`config.mk`:
```
export PLATFORM = sky130hd
export DESIGN_NAME = cssu_top
export DESIGN_NICKNAME = d
export VERILOG_FILES = /design/src/core/cssu_pkg.sv /design/src/core/cssu_top.sv
export SDC_FILE = /design/constraint.sdc
export NUM_CORES = 1
export LEC_CHECK = 0
export ABC_AREA = 1
export CAP_MARGIN = 0
export CORE_ASPECT_RATIO = 2
export CORE_MARGIN = 4
export CORE_UTILIZATION = 54
export DETAILED_ROUTE_END_ITERATION = 8
export DONT_BUFFER_PORTS = 1
export GPL_TIMING_DRIVEN = 0
export PLACE_DENSITY = 0.68
export SYNTH_ARGS = -nofsm -noshare
export SYNTH_HDL_FRONTEND = slang
export SYNTH_SLANG_ARGS = --single-unit
```
`constraint.sdc`:
```
create_clock -name clk_sys -period 2.7 [get_ports clk_sys]
set_clock_uncertainty 0.05 [all_clocks]
set_input_delay 0.135 -clock clk_sys [delete_from_list [all_inputs] [get_ports clk_sys]]
set_output_delay 0.135 -clock clk_sys [all_outputs]
set_load 0.02 [all_outputs]
```
`src/core/cssu_pkg.sv`:
```
// Package for the clock source select and startup block.
// Assumes a single 100 MHz system clock; oscillator ticks arrive as pins.
package cssu_pkg;

	// ------------------------------------------------------------------
	// Register offsets (byte addresses on the plain register port)
	// ------------------------------------------------------------------
	localparam logic [7:0] CSSU_OFS_CTRL   = 8'h00; // Control register
	localparam logic [7:0] CSSU_OFS_STATUS = 8'h04; // Fail status (W1C)
	localparam logic [7:0] CSSU_OFS_MASK   = 8'h08; // Fail interrupt mask
	localparam logic [7:0] CSSU_OFS_START  = 8'h0C; // Startup state view

	// ------------------------------------------------------------------
	// Field positions
	// ------------------------------------------------------------------
	localparam int CSSU_B_MODE_LO  = 0; // Source mode field, low bit
	localparam int CSSU_B_MODE_HI  = 1; // Source mode field, high bit
	localparam int CSSU_B_SLOW_DIS = 2; // Slow oscillator disable
	localparam int CSSU_B_MON_EN   = 3; // Clock monitoring enable
	localparam int CSSU_B_CORE_SEL = 4; // Core select
	localparam int CSSU_B_EXT_SEL  = 5; // External input select
	localparam int CSSU_B_FAIL     = 0; // Fail flag / fail enable

	// ------------------------------------------------------------------
	// Reset values and encodings
	// ------------------------------------------------------------------
	localparam logic [7:0] CSSU_CTRL_RST = 8'h00;
	localparam logic [7:0] CSSU_MASK_RST = 8'h00;
	localparam logic [7:0] CSSU_ZERO8    = 8'h00;
	localparam logic [1:0] CSSU_MODE_SLOW = 2'b10; // Slow RC oscillator
	localparam logic [1:0] CSSU_MODE_EXT  = 2'b11; // External clock
	localparam logic [1:0] CSSU_SUT_FAST  = 2'b01; // Fast rising power
	localparam logic [1:0] CSSU_SUT_SLOW  = 2'b10; // Slow rising power

	// ------------------------------------------------------------------
	// Timing counts
	// ------------------------------------------------------------------
	localparam int CSSU_TOUT_SHORT = 512;  // Slow osc cycles, short
	localparam int CSSU_TOUT_LONG  = 8192; // Slow osc cycles, long
	localparam int CSSU_POR_CLKS   = 14;   // Prescaler clocks after reset
	localparam int CSSU_WAKE_CLKS  = 6;    // Prescaler clocks on wake
	localparam int CSSU_CNT_W      = 14;   // Counter width

	// Prescaler input selection
	typedef enum logic [1:0] {
		CSSU_SRC_FAST,
		CSSU_SRC_SLOW,
		CSSU_SRC_EXT
	} cssu_src_e;

	// Fuse set that reaches the block
	typedef struct packed {
		logic       wdog_force;  // Watchdog oscillator forced on
		logic       fast_freq;   // Fast oscillator frequency fuse
		logic [1:0] startup_sel; // Startup select fuse
		logic       div8;        // Divide-by-eight fuse
	} cssu_fuse_s;

	// Plain register port request
	typedef struct packed {
		logic [7:0] addr;
		logic [7:0] wdata;
		logic       wr;
		logic       rd;
	} cssu_bus_s;

endpackage : cssu_pkg

```
`src/core/cssu_top.sv`:
```
// Clock source select, failure flag and startup reset sequencing.
// Assumes oscillator and prescaler activity arrive as asynchronous tick
// levels, sampled on clk_sys; clock muxing itself happens in analog.
`timescale 1ns/1ns
`default_nettype none

module cssu_top #(
	parameter int TOUT_SHORT = cssu_pkg::CSSU_TOUT_SHORT,
	parameter int TOUT_LONG  = cssu_pkg::CSSU_TOUT_LONG
) (
	// Clock and reset
	input  wire logic                 clk_sys,
	input  wire logic                 resetn,
	// Register port
	input  wire cssu_pkg::cssu_bus_s  bus_req,
	output logic [7:0]                bus_rdata,
	// Fuses, oscillator ticks and events
	input  wire cssu_pkg::cssu_fuse_s fuse,
	input  wire logic                 slow_osc_tick,
	input  wire logic                 presc_out_tick,
	input  wire logic                 ext_loss,
	input  wire logic                 other_resets_n,
	input  wire logic                 wake_req,
	input  wire logic                 vector_ack,
	input  wire logic                 global_irq_en,
	// Clock control outputs
	output cssu_pkg::cssu_src_e       presc_input_sel,
	output logic                      ext_input_sel,
	output logic                      slow_osc_run,
	output logic                      divide_by_eight,
	output logic                      core_clk_en,
	output logic                      watchdog_clk_en,
	output logic                      internal_reset_n,
	output logic                      fail_irq
);
	import cssu_pkg::*;

	// ------------------------------------------------------------------
	// Parameter checks
	// ------------------------------------------------------------------
	initial begin
		if (TOUT_SHORT < 1 || TOUT_LONG < TOUT_SHORT ||
		    TOUT_LONG >= (1 << CSSU_CNT_W))
			$error("cssu_top: time-out counts out of range");
	end

	// Sized limits for the counter
	localparam logic [CSSU_CNT_W-1:0] LIM_SHORT = CSSU_CNT_W'(TOUT_SHORT);
	localparam logic [CSSU_CNT_W-1:0] LIM_LONG  = CSSU_CNT_W'(TOUT_LONG);
	localparam logic [CSSU_CNT_W-1:0] LIM_POR   = CSSU_CNT_W'(CSSU_POR_CLKS);
	localparam logic [CSSU_CNT_W-1:0] LIM_WAKE  = CSSU_CNT_W'(CSSU_WAKE_CLKS);
	localparam logic [CSSU_CNT_W-1:0] CNT_ONE   = CSSU_CNT_W'(1);

	// ------------------------------------------------------------------
	// Registers
	// ------------------------------------------------------------------
	logic [1:0] mode_r;      // Source mode field
	logic       slow_dis_r;  // Slow oscillator disable
	logic       mon_en_r;    // Clock monitoring enable
	logic       core_sel_r;  // Core select
	logic       ext_sel_r;   // External input select
	logic       fail_flag_r; // External clock fail flag
	logic       fail_en_r;   // Fail interrupt enable
	logic [7:0] rdata_r;     // Read data, one cycle after strobe

	// Three-stage synchronisers for off-domain inputs
	logic [2:0] s_slow_r, s_presc_r, s_loss_r, s_rst_r, s_wake_r;
	logic       slow_lvl_r, presc_lvl_r, loss_lvl_r, rst_lvl_r, wake_lvl_r;

	// Startup sequencer
	typedef enum logic [1:0] {ST_TOUT, ST_CLKS, ST_RUN} cssu_st_e;
	cssu_st_e              st_r;
	logic [CSSU_CNT_W-1:0] cnt_r;
	logic [CSSU_CNT_W-1:0] clk_lim_r; // 14 after reset, 6 after wake

	// Write decode helper
	function automatic logic wr_hit(input cssu_bus_s b,
	                                input logic [7:0] ofs);
		wr_hit = b.wr && (b.addr == ofs);
	endfunction : wr_hit

	// ------------------------------------------------------------------
	// Synchronisers: a change counts once stages two and three agree
	// ------------------------------------------------------------------
	// Filtered level updates only on agreement, so a glitch is dropped
	always_ff @(posedge clk_sys or negedge resetn) begin
		if (!resetn) begin
			s_slow_r    <= 3'h0;
			s_presc_r   <= 3'h0;
			s_loss_r    <= 3'h0;
			s_rst_r     <= 3'h0;
			s_wake_r    <= 3'h0;
			slow_lvl_r  <= 1'b0;
			presc_lvl_r <= 1'b0;
			loss_lvl_r  <= 1'b0;
			rst_lvl_r   <= 1'b0;
			wake_lvl_r  <= 1'b0;
		end else begin
			s_slow_r  <= {s_slow_r[1:0], slow_osc_tick};
			s_presc_r <= {s_presc_r[1:0], presc_out_tick};
			s_loss_r  <= {s_loss_r[1:0], ext_loss};
			s_rst_r   <= {s_rst_r[1:0], other_resets_n};
			s_wake_r  <= {s_wake_r[1:0], wake_req};
			if (s_slow_r[1] == s_slow_r[2])
				slow_lvl_r <= s_slow_r[2];
			if (s_presc_r[1] == s_presc_r[2])
				presc_lvl_r <= s_presc_r[2];
			if (s_loss_r[1] == s_loss_r[2])
				loss_lvl_r <= s_loss_r[2];
			if (s_rst_r[1] == s_rst_r[2])
				rst_lvl_r <= s_rst_r[2];
			if (s_wake_r[1] == s_wake_r[2])
				wake_lvl_r <= s_wake_r[2];
		end
	end

	// Edge of filtered levels
	logic slow_d_r, presc_d_r, wake_d_r;
	always_ff @(posedge clk_sys or negedge resetn) begin
		if (!resetn) begin
			slow_d_r  <= 1'b0;
			presc_d_r <= 1'b0;
			wake_d_r  <= 1'b0;
		end else begin
			slow_d_r  <= slow_lvl_r;
			presc_d_r <= presc_lvl_r;
			wake_d_r  <= wake_lvl_r;
		end
	end
	logic slow_edge, presc_edge, wake_edge;
	assign slow_edge  = slow_lvl_r && !slow_d_r;
	assign presc_edge = presc_lvl_r && !presc_d_r;
	assign wake_edge  = wake_lvl_r && !wake_d_r;

	// ------------------------------------------------------------------
	// Control register
	// ------------------------------------------------------------------
	// Failure only forces core select back; mode bits are kept
	logic fail_event;
	assign fail_event = loss_lvl_r && mon_en_r && core_sel_r &&
	                    (mode_r == CSSU_MODE_EXT);

	always_ff @(posedge clk_sys or negedge resetn) begin
		if (!resetn) begin
			mode_r     <= CSSU_CTRL_RST[CSSU_B_MODE_HI:CSSU_B_MODE_LO];
			slow_dis_r <= CSSU_CTRL_RST[CSSU_B_SLOW_DIS];
			mon_en_r   <= CSSU_CTRL_RST[CSSU_B_MON_EN];
			core_sel_r <= CSSU_CTRL_RST[CSSU_B_CORE_SEL];
			ext_sel_r  <= CSSU_CTRL_RST[CSSU_B_EXT_SEL];
		end else begin
			if (wr_hit(bus_req, CSSU_OFS_CTRL)) begin
				mode_r     <= bus_req.wdata[CSSU_B_MODE_HI:CSSU_B_MODE_LO];
				slow_dis_r <= bus_req.wdata[CSSU_B_SLOW_DIS];
				mon_en_r   <= bus_req.wdata[CSSU_B_MON_EN];
				core_sel_r <= bus_req.wdata[CSSU_B_CORE_SEL];
				ext_sel_r  <= bus_req.wdata[CSSU_B_EXT_SEL];
			end
			// Failure wins over a simultaneous write of core select
			if (fail_event)
				core_sel_r <= 1'b0;
		end
	end

	// ------------------------------------------------------------------
	// Fail flag and mask
	// ------------------------------------------------------------------
	// Set wins over write-one clear and vector clear
	always_ff @(posedge clk_sys or negedge resetn) begin
		if (!resetn) begin
			fail_flag_r <= 1'b0;
		end else if (fail_event) begin
			fail_flag_r <= 1'b1;
		end else if (vector_ack) begin
			fail_flag_r <= 1'b0;
		end else if (wr_hit(bus_req, CSSU_OFS_STATUS) &&
		             bus_req.wdata[CSSU_B_FAIL]) begin
			fail_flag_r <= 1'b0;
		end
	end

	// Mask register
	always_ff @(posedge clk_sys or negedge resetn) begin
		if (!resetn)
			fail_en_r <= CSSU_MASK_RST[CSSU_B_FAIL];
		else if (wr_hit(bus_req, CSSU_OFS_MASK))
			fail_en_r <= bus_req.wdata[CSSU_B_FAIL];
	end

	// Request to the core's interrupt logic
	assign fail_irq = fail_flag_r && fail_en_r && global_irq_en;

	// ------------------------------------------------------------------
	// Startup sequencer
	// ------------------------------------------------------------------
	// Reserved select codes fall back to the long time-out for safety
	logic [CSSU_CNT_W-1:0] tout_lim;
	assign tout_lim = (fuse.startup_sel == CSSU_SUT_FAST) ? LIM_SHORT
	                                                      : LIM_LONG;

	always_ff @(posedge clk_sys or negedge resetn) begin
		if (!resetn) begin
			st_r      <= ST_TOUT;
			cnt_r     <= '0;
			clk_lim_r <= LIM_POR;
		end else if (!rst_lvl_r) begin
			// Other reset sources still active: restart the sequence
			st_r      <= ST_TOUT;
			cnt_r     <= '0;
			clk_lim_r <= LIM_POR;
		end else begin
			unique case (st_r)
				ST_TOUT: begin
					// Count slow oscillator cycles while holding reset
					if (slow_edge) begin
						if (cnt_r + CNT_ONE >= tout_lim) begin
							st_r  <= ST_CLKS;
							cnt_r <= '0;
						end else begin
							cnt_r <= cnt_r + CNT_ONE;
						end
					end
				end
				ST_CLKS: begin
					// Count prescaler output clocks
					if (presc_edge) begin
						if (cnt_r + CNT_ONE >= clk_lim_r) begin
							st_r  <= ST_RUN;
							cnt_r <= '0;
						end else begin
							cnt_r <= cnt_r + CNT_ONE;
						end
					end
				end
				ST_RUN: begin
					// Wake needs only the short startup, no time-out
					if (wake_edge) begin
						st_r      <= ST_CLKS;
						cnt_r     <= '0;
						clk_lim_r <= LIM_WAKE;
					end
				end
			endcase
		end
	end

	// ------------------------------------------------------------------
	// Clock selection outputs, from flip-flops
	// ------------------------------------------------------------------
	always_ff @(posedge clk_sys or negedge resetn) begin
		if (!resetn) begin
			presc_input_sel  <= CSSU_SRC_FAST;
			ext_input_sel    <= 1'b0;
			slow_osc_run     <= 1'b1;
			divide_by_eight  <= 1'b1;
			core_clk_en      <= 1'b0;
			watchdog_clk_en  <= 1'b1;
			internal_reset_n <= 1'b0;
		end else begin
			// Reserved modes or core select zero keep the fast oscillator
			if (!core_sel_r)
				presc_input_sel <= CSSU_SRC_FAST;
			else if (mode_r == CSSU_MODE_SLOW)
				presc_input_sel <= CSSU_SRC_SLOW;
			else if (mode_r == CSSU_MODE_EXT)
				presc_input_sel <= CSSU_SRC_EXT;
			else
				presc_input_sel <= CSSU_SRC_FAST;
			ext_input_sel    <= ext_sel_r;
			// Forcing fuse overrides the disable bit; a programmed
			// fuse reads as zero
			slow_osc_run     <= !slow_dis_r || !fuse.wdog_force;
			watchdog_clk_en  <= !slow_dis_r || !fuse.wdog_force;
			divide_by_eight  <= !fuse.div8;
			// Core, I/O and flash clocks run from the prescaler when out
			core_clk_en      <= (st_r == ST_RUN);
			internal_reset_n <= (st_r == ST_RUN);
		end
	end

	// ------------------------------------------------------------------
	// Read port: data stand the cycle after the strobe only
	// ------------------------------------------------------------------
	always_ff @(posedge clk_sys or negedge resetn) begin
		if (!resetn) begin
			rdata_r <= CSSU_ZERO8;
		end else if (bus_req.rd) begin
			unique case (bus_req.addr)
				CSSU_OFS_CTRL:   rdata_r <= {2'b00, ext_sel_r, core_sel_r,
				                             mon_en_r, slow_dis_r, mode_r};
				CSSU_OFS_STATUS: rdata_r <= {7'h00, fail_flag_r};
				CSSU_OFS_MASK:   rdata_r <= {7'h00, fail_en_r};
				CSSU_OFS_START:  rdata_r <= {6'h00, st_r};
				default:         rdata_r <= CSSU_ZERO8;
			endcase
		end else begin
			rdata_r <= CSSU_ZERO8;
		end
	end
	assign bus_rdata = rdata_r;

endmodule : cssu_top

`default_nettype wire

```
==> reports/metrics.yaml <==
final_layout:
  fillCellCount: 436
  drive_gt1_share_pct: 15.2
  n_antenna_cell: 0
  stdcell_count: 426
  regArea_um2: 1510
  multi_input_area_um2: 1150
  area_delta_synth_final_pct: 18.0
  final_nets: 400
  fin_util_pct: 65.6
setup_path:
  r2r_cells: 15
  crit_arrival_ns: 2.65
  cp.required_ns: 2.93
  crit_start: "cnt_r[0]$_DFFE_PN0P_"
  cp-endpoint: "cnt_r[2]$_DFFE_PN0P_"
  r2r-end: "cnt_r[2]$_DFFE_PN0P_"
  critical_path_class: "reg2reg"
  worst_setup_path_start_kind: "flip-flop"
  cp-end-kind: "flip-flop"
  timing.rr.start: "cnt_r[0]$_DFFE_PN0P_"
  r2r_setup_slack_ns: 0.28
  critPathMaxFanout: 10
logic_synthesis:
  yosysTopAreaCellShare_pct: 49.5
  async_reset_ff_share_pct: 100
  seq_area_frac_synth_pct: 52.2
  synth.avg_cell_area_um2: 8.74
  ys_ff_latch: 60
  synth_ff_type: "dfrtp_1"
  synth_edf_count: 0
  synthCells: 330
  ys_top_cells_by_area: "dfrtp_1 49%, nand2_1 11%, inv_1 5.3%, nand3_2 4.2%, nor2_1 4.2%"
  syn_area_um2: 2880
  synth_warnings: 0
  post_synth_num_cell_types: 30
  synth_top_cell_by_area: "dfrtp_1"
clock_tree:
  clkSinkCount: 60
  cts_root_buffer: "clkbuf_8"
  postCtsSetupRepairBufs: 0
  clk_latency_ns: 0.34
  cts_made_buffers: 9
  cts_resized: 0
  cts.clk_slew.worst_paths_ns: 0.07
  htreeDepth: 3
  clockBufferDepth: 2
  cts_tree: "yes"
route:
  avgViaCountPerCell: 5.26
  drt-total-wl_mm: 6.05
  drtAntennaViolNets: 0
  wl_per_cell_um: 14.2
  drc: 0
  dr.first_iter.drc_count: 120
  dr.pass1.iters: 4
  vias: 2241
floorplan:
  coreArea_um2: 5180
  start_util_pct: 55.6
  rows: 37
  die-area_um2: 6640
  die_x_um: 59.7
  die_h_um: 111
  io_pins: 49
global_route:
  grt_pass1_wl_mm: 10.5
  overflow: 0
  grt_pass1_vias: 2393
  grt_max_degree: 61
  track_usage_pct: 21.0
  grt_antenna_before_repair: 0
pwr:
  pwr-share-seq_pct: 45.4
  clock_power_share_pct: 39.2
  power.switching_uw: 636
  powerDensity_nw_per_um2: 660
  switching_share_pct: 28.3
  combPwrFrac_pct: 15.4
  ir_drop_uv: 689
  leakagePower_uw: 0.00164
  p_int_uw: 1610
sta:
  hold-worst-slack_ns: 0.0323
  setup_tns_ns: 0
  fin_crit_ns: 2.42
  final_hold_viol_count: 0
  slew_headroom_pct: 61.1
  tightest_slew_ns: 0.578
  setup_viol: 0
  final_max_slew_viol_count: 0
  min_period_over_period_pct: 89.7
  rsz0062_at_grt: "false"
  fmax_mhz: 413
place:
  place_hpwl_mm: 4.20
  port_buffers: 0
  gp_congestion: 0.849
  dp_cells: 389
hold_path:
  hold_path_class: "in2reg"
  worstHoldPathCells: 3
run:
  drv_cap: 0
run_status:
  outcome: "finished clean"
==> through the flow <==
stage	instance area (um^2)	total power, uW	setup WS, ns
6_report	3400	2250	0.279
3_3_place_gp	2960	1340	0.350
4_1_cts	3400	2270	0.253
2_1_floorplan	2890	1270	0.676
5_1_grt	3400	2350	0.0487
3_5_place_dp	2960	1340	0.286
==> sequential cells by signal, indices dropped and copies added, names as in the netlist, 2 cells and up <==
register and cells:
s_rst_r 3, s_loss_r 3, presc_input_sel 2, s_slow_r 3, cnt_r 14, s_wake_r 3, st_r 2, bus_rdata 6
s_presc_r 3, mode_r 2
==> layout by cell type (no fill, tap or decap), drive strengths merged <==
cell,instances
xnor2,1
xor2,1
a21oi,8
ha,5
dfstp,3
buf,8
conb,2
nand4,11
clkinv,3
o32ai,1
inv,43
dfrtp,57
o21ai,12
nand3b,2
nand3,34
a211oi,1
nand2,95
nor4,1
bufinv,2
nor3,1
maj3,5
dlygate4sd3,20
clkbuf,12
nor2,40
==> cell type report <==
cell class,count,share of cell area (%)
clock buffer,10,3.75
buffer,9,2.24
timing repair buffer,21,6.69
inverter,42,4.63
sequential,60,44.2
clock inverter,6,2.57
multi-input combinational,220,33.7
tap,58,2.13
==> Yosys cell counts (2+ instances only) <==
library cell  number
ha_1               5
nor2_2             5
o21ai_0           11
nor2_1            32
nand2_2            8
nand3b_1           2
nand3_1           22
nand4_1           11
nor2_4             3
dfrtp_1           57
maj3_1             5
a21oi_1            8
dfstp_2            3
nand2_1           86
clkbuf_1           2
inv_1             41
buf_4              5
nand3_2           12
==> power by group through the flow <==
stage	combinational [uW]	clock [uW]	sequential [uW]
after global routing	395	926	1030
final	347	880	1020
after detailed placement	303	0	1040
after global placement	302	0	1030
after CTS	351	896	1020
after floorplan	247	0	1020
==> cells by family (layout without fill, tap and decap cells) <==
kind of cell	Yosys count	in the layout	share of synthesized area [%]
XOR/XNOR	2	2	0.607
other	1	2	0.130
AO/OA/AOI/OAI	22	22	4.03
adder cells (fa/ha/maj)	10	10	3.90
AND/OR/NAND/NOR	184	184	31.0
buffers and inverters	51	88	8.11
flip-flops	60	60	52.2
==> worst min-delay path by stage <==
stage | from | endpoint
finish | bus_req[1] | fail_flag_r$_DFFE_PN0P_
global route | bus_req[13] | bus_rdata[5]$_DFF_PN0_
CTS | bus_req[1] | fail_flag_r$_DFFE_PN0P_
detailed placement | resetn | cnt_r[2]$_DFFE_PN0P_
global placement | resetn | cnt_r[2]$_DFFE_PN0P_
floorplan | resetn | bus_rdata[0]$_DFF_PN0_
==> metal layers <==
| layer | vias up | global-route usage [%] | wire, um |
|---|---|---|---|
| li1 | 1111 | - | - |
| met1 | 1042 | 21.4 | 2110 |
| met2 | 62 | 36.5 | 3420 |
| met3 | 26 | 5.10 | 243 |
| met4 | 0 | 12.6 | 282 |
| met5 | - | 0 | 0 |
==> critical path: stages, from the launching register on <==
cell and delay [ns]:
dfrtp_1 0.50, nand3_2 0.16, xor2_1 0.23, inv_1 0.07
ha_1 0.27, nand2_1 0.07, nand3b_1 0.10, nand4_1 0.10
nor2_1 0.11, nand2_1 0.10, nor2_4 0.12, nand3_2 0.10
nand2_4 0.11, buf_12 0.15, nand3_2 0.06, nand2_1 0.06
==> what timing repair did <==
action                     4_1_cts  5_1_grt
hold endpoints to repair        81        0
hold buffers                    21        0
setup endpoints to repair        0        0
(Power assumes the default switching activity.)
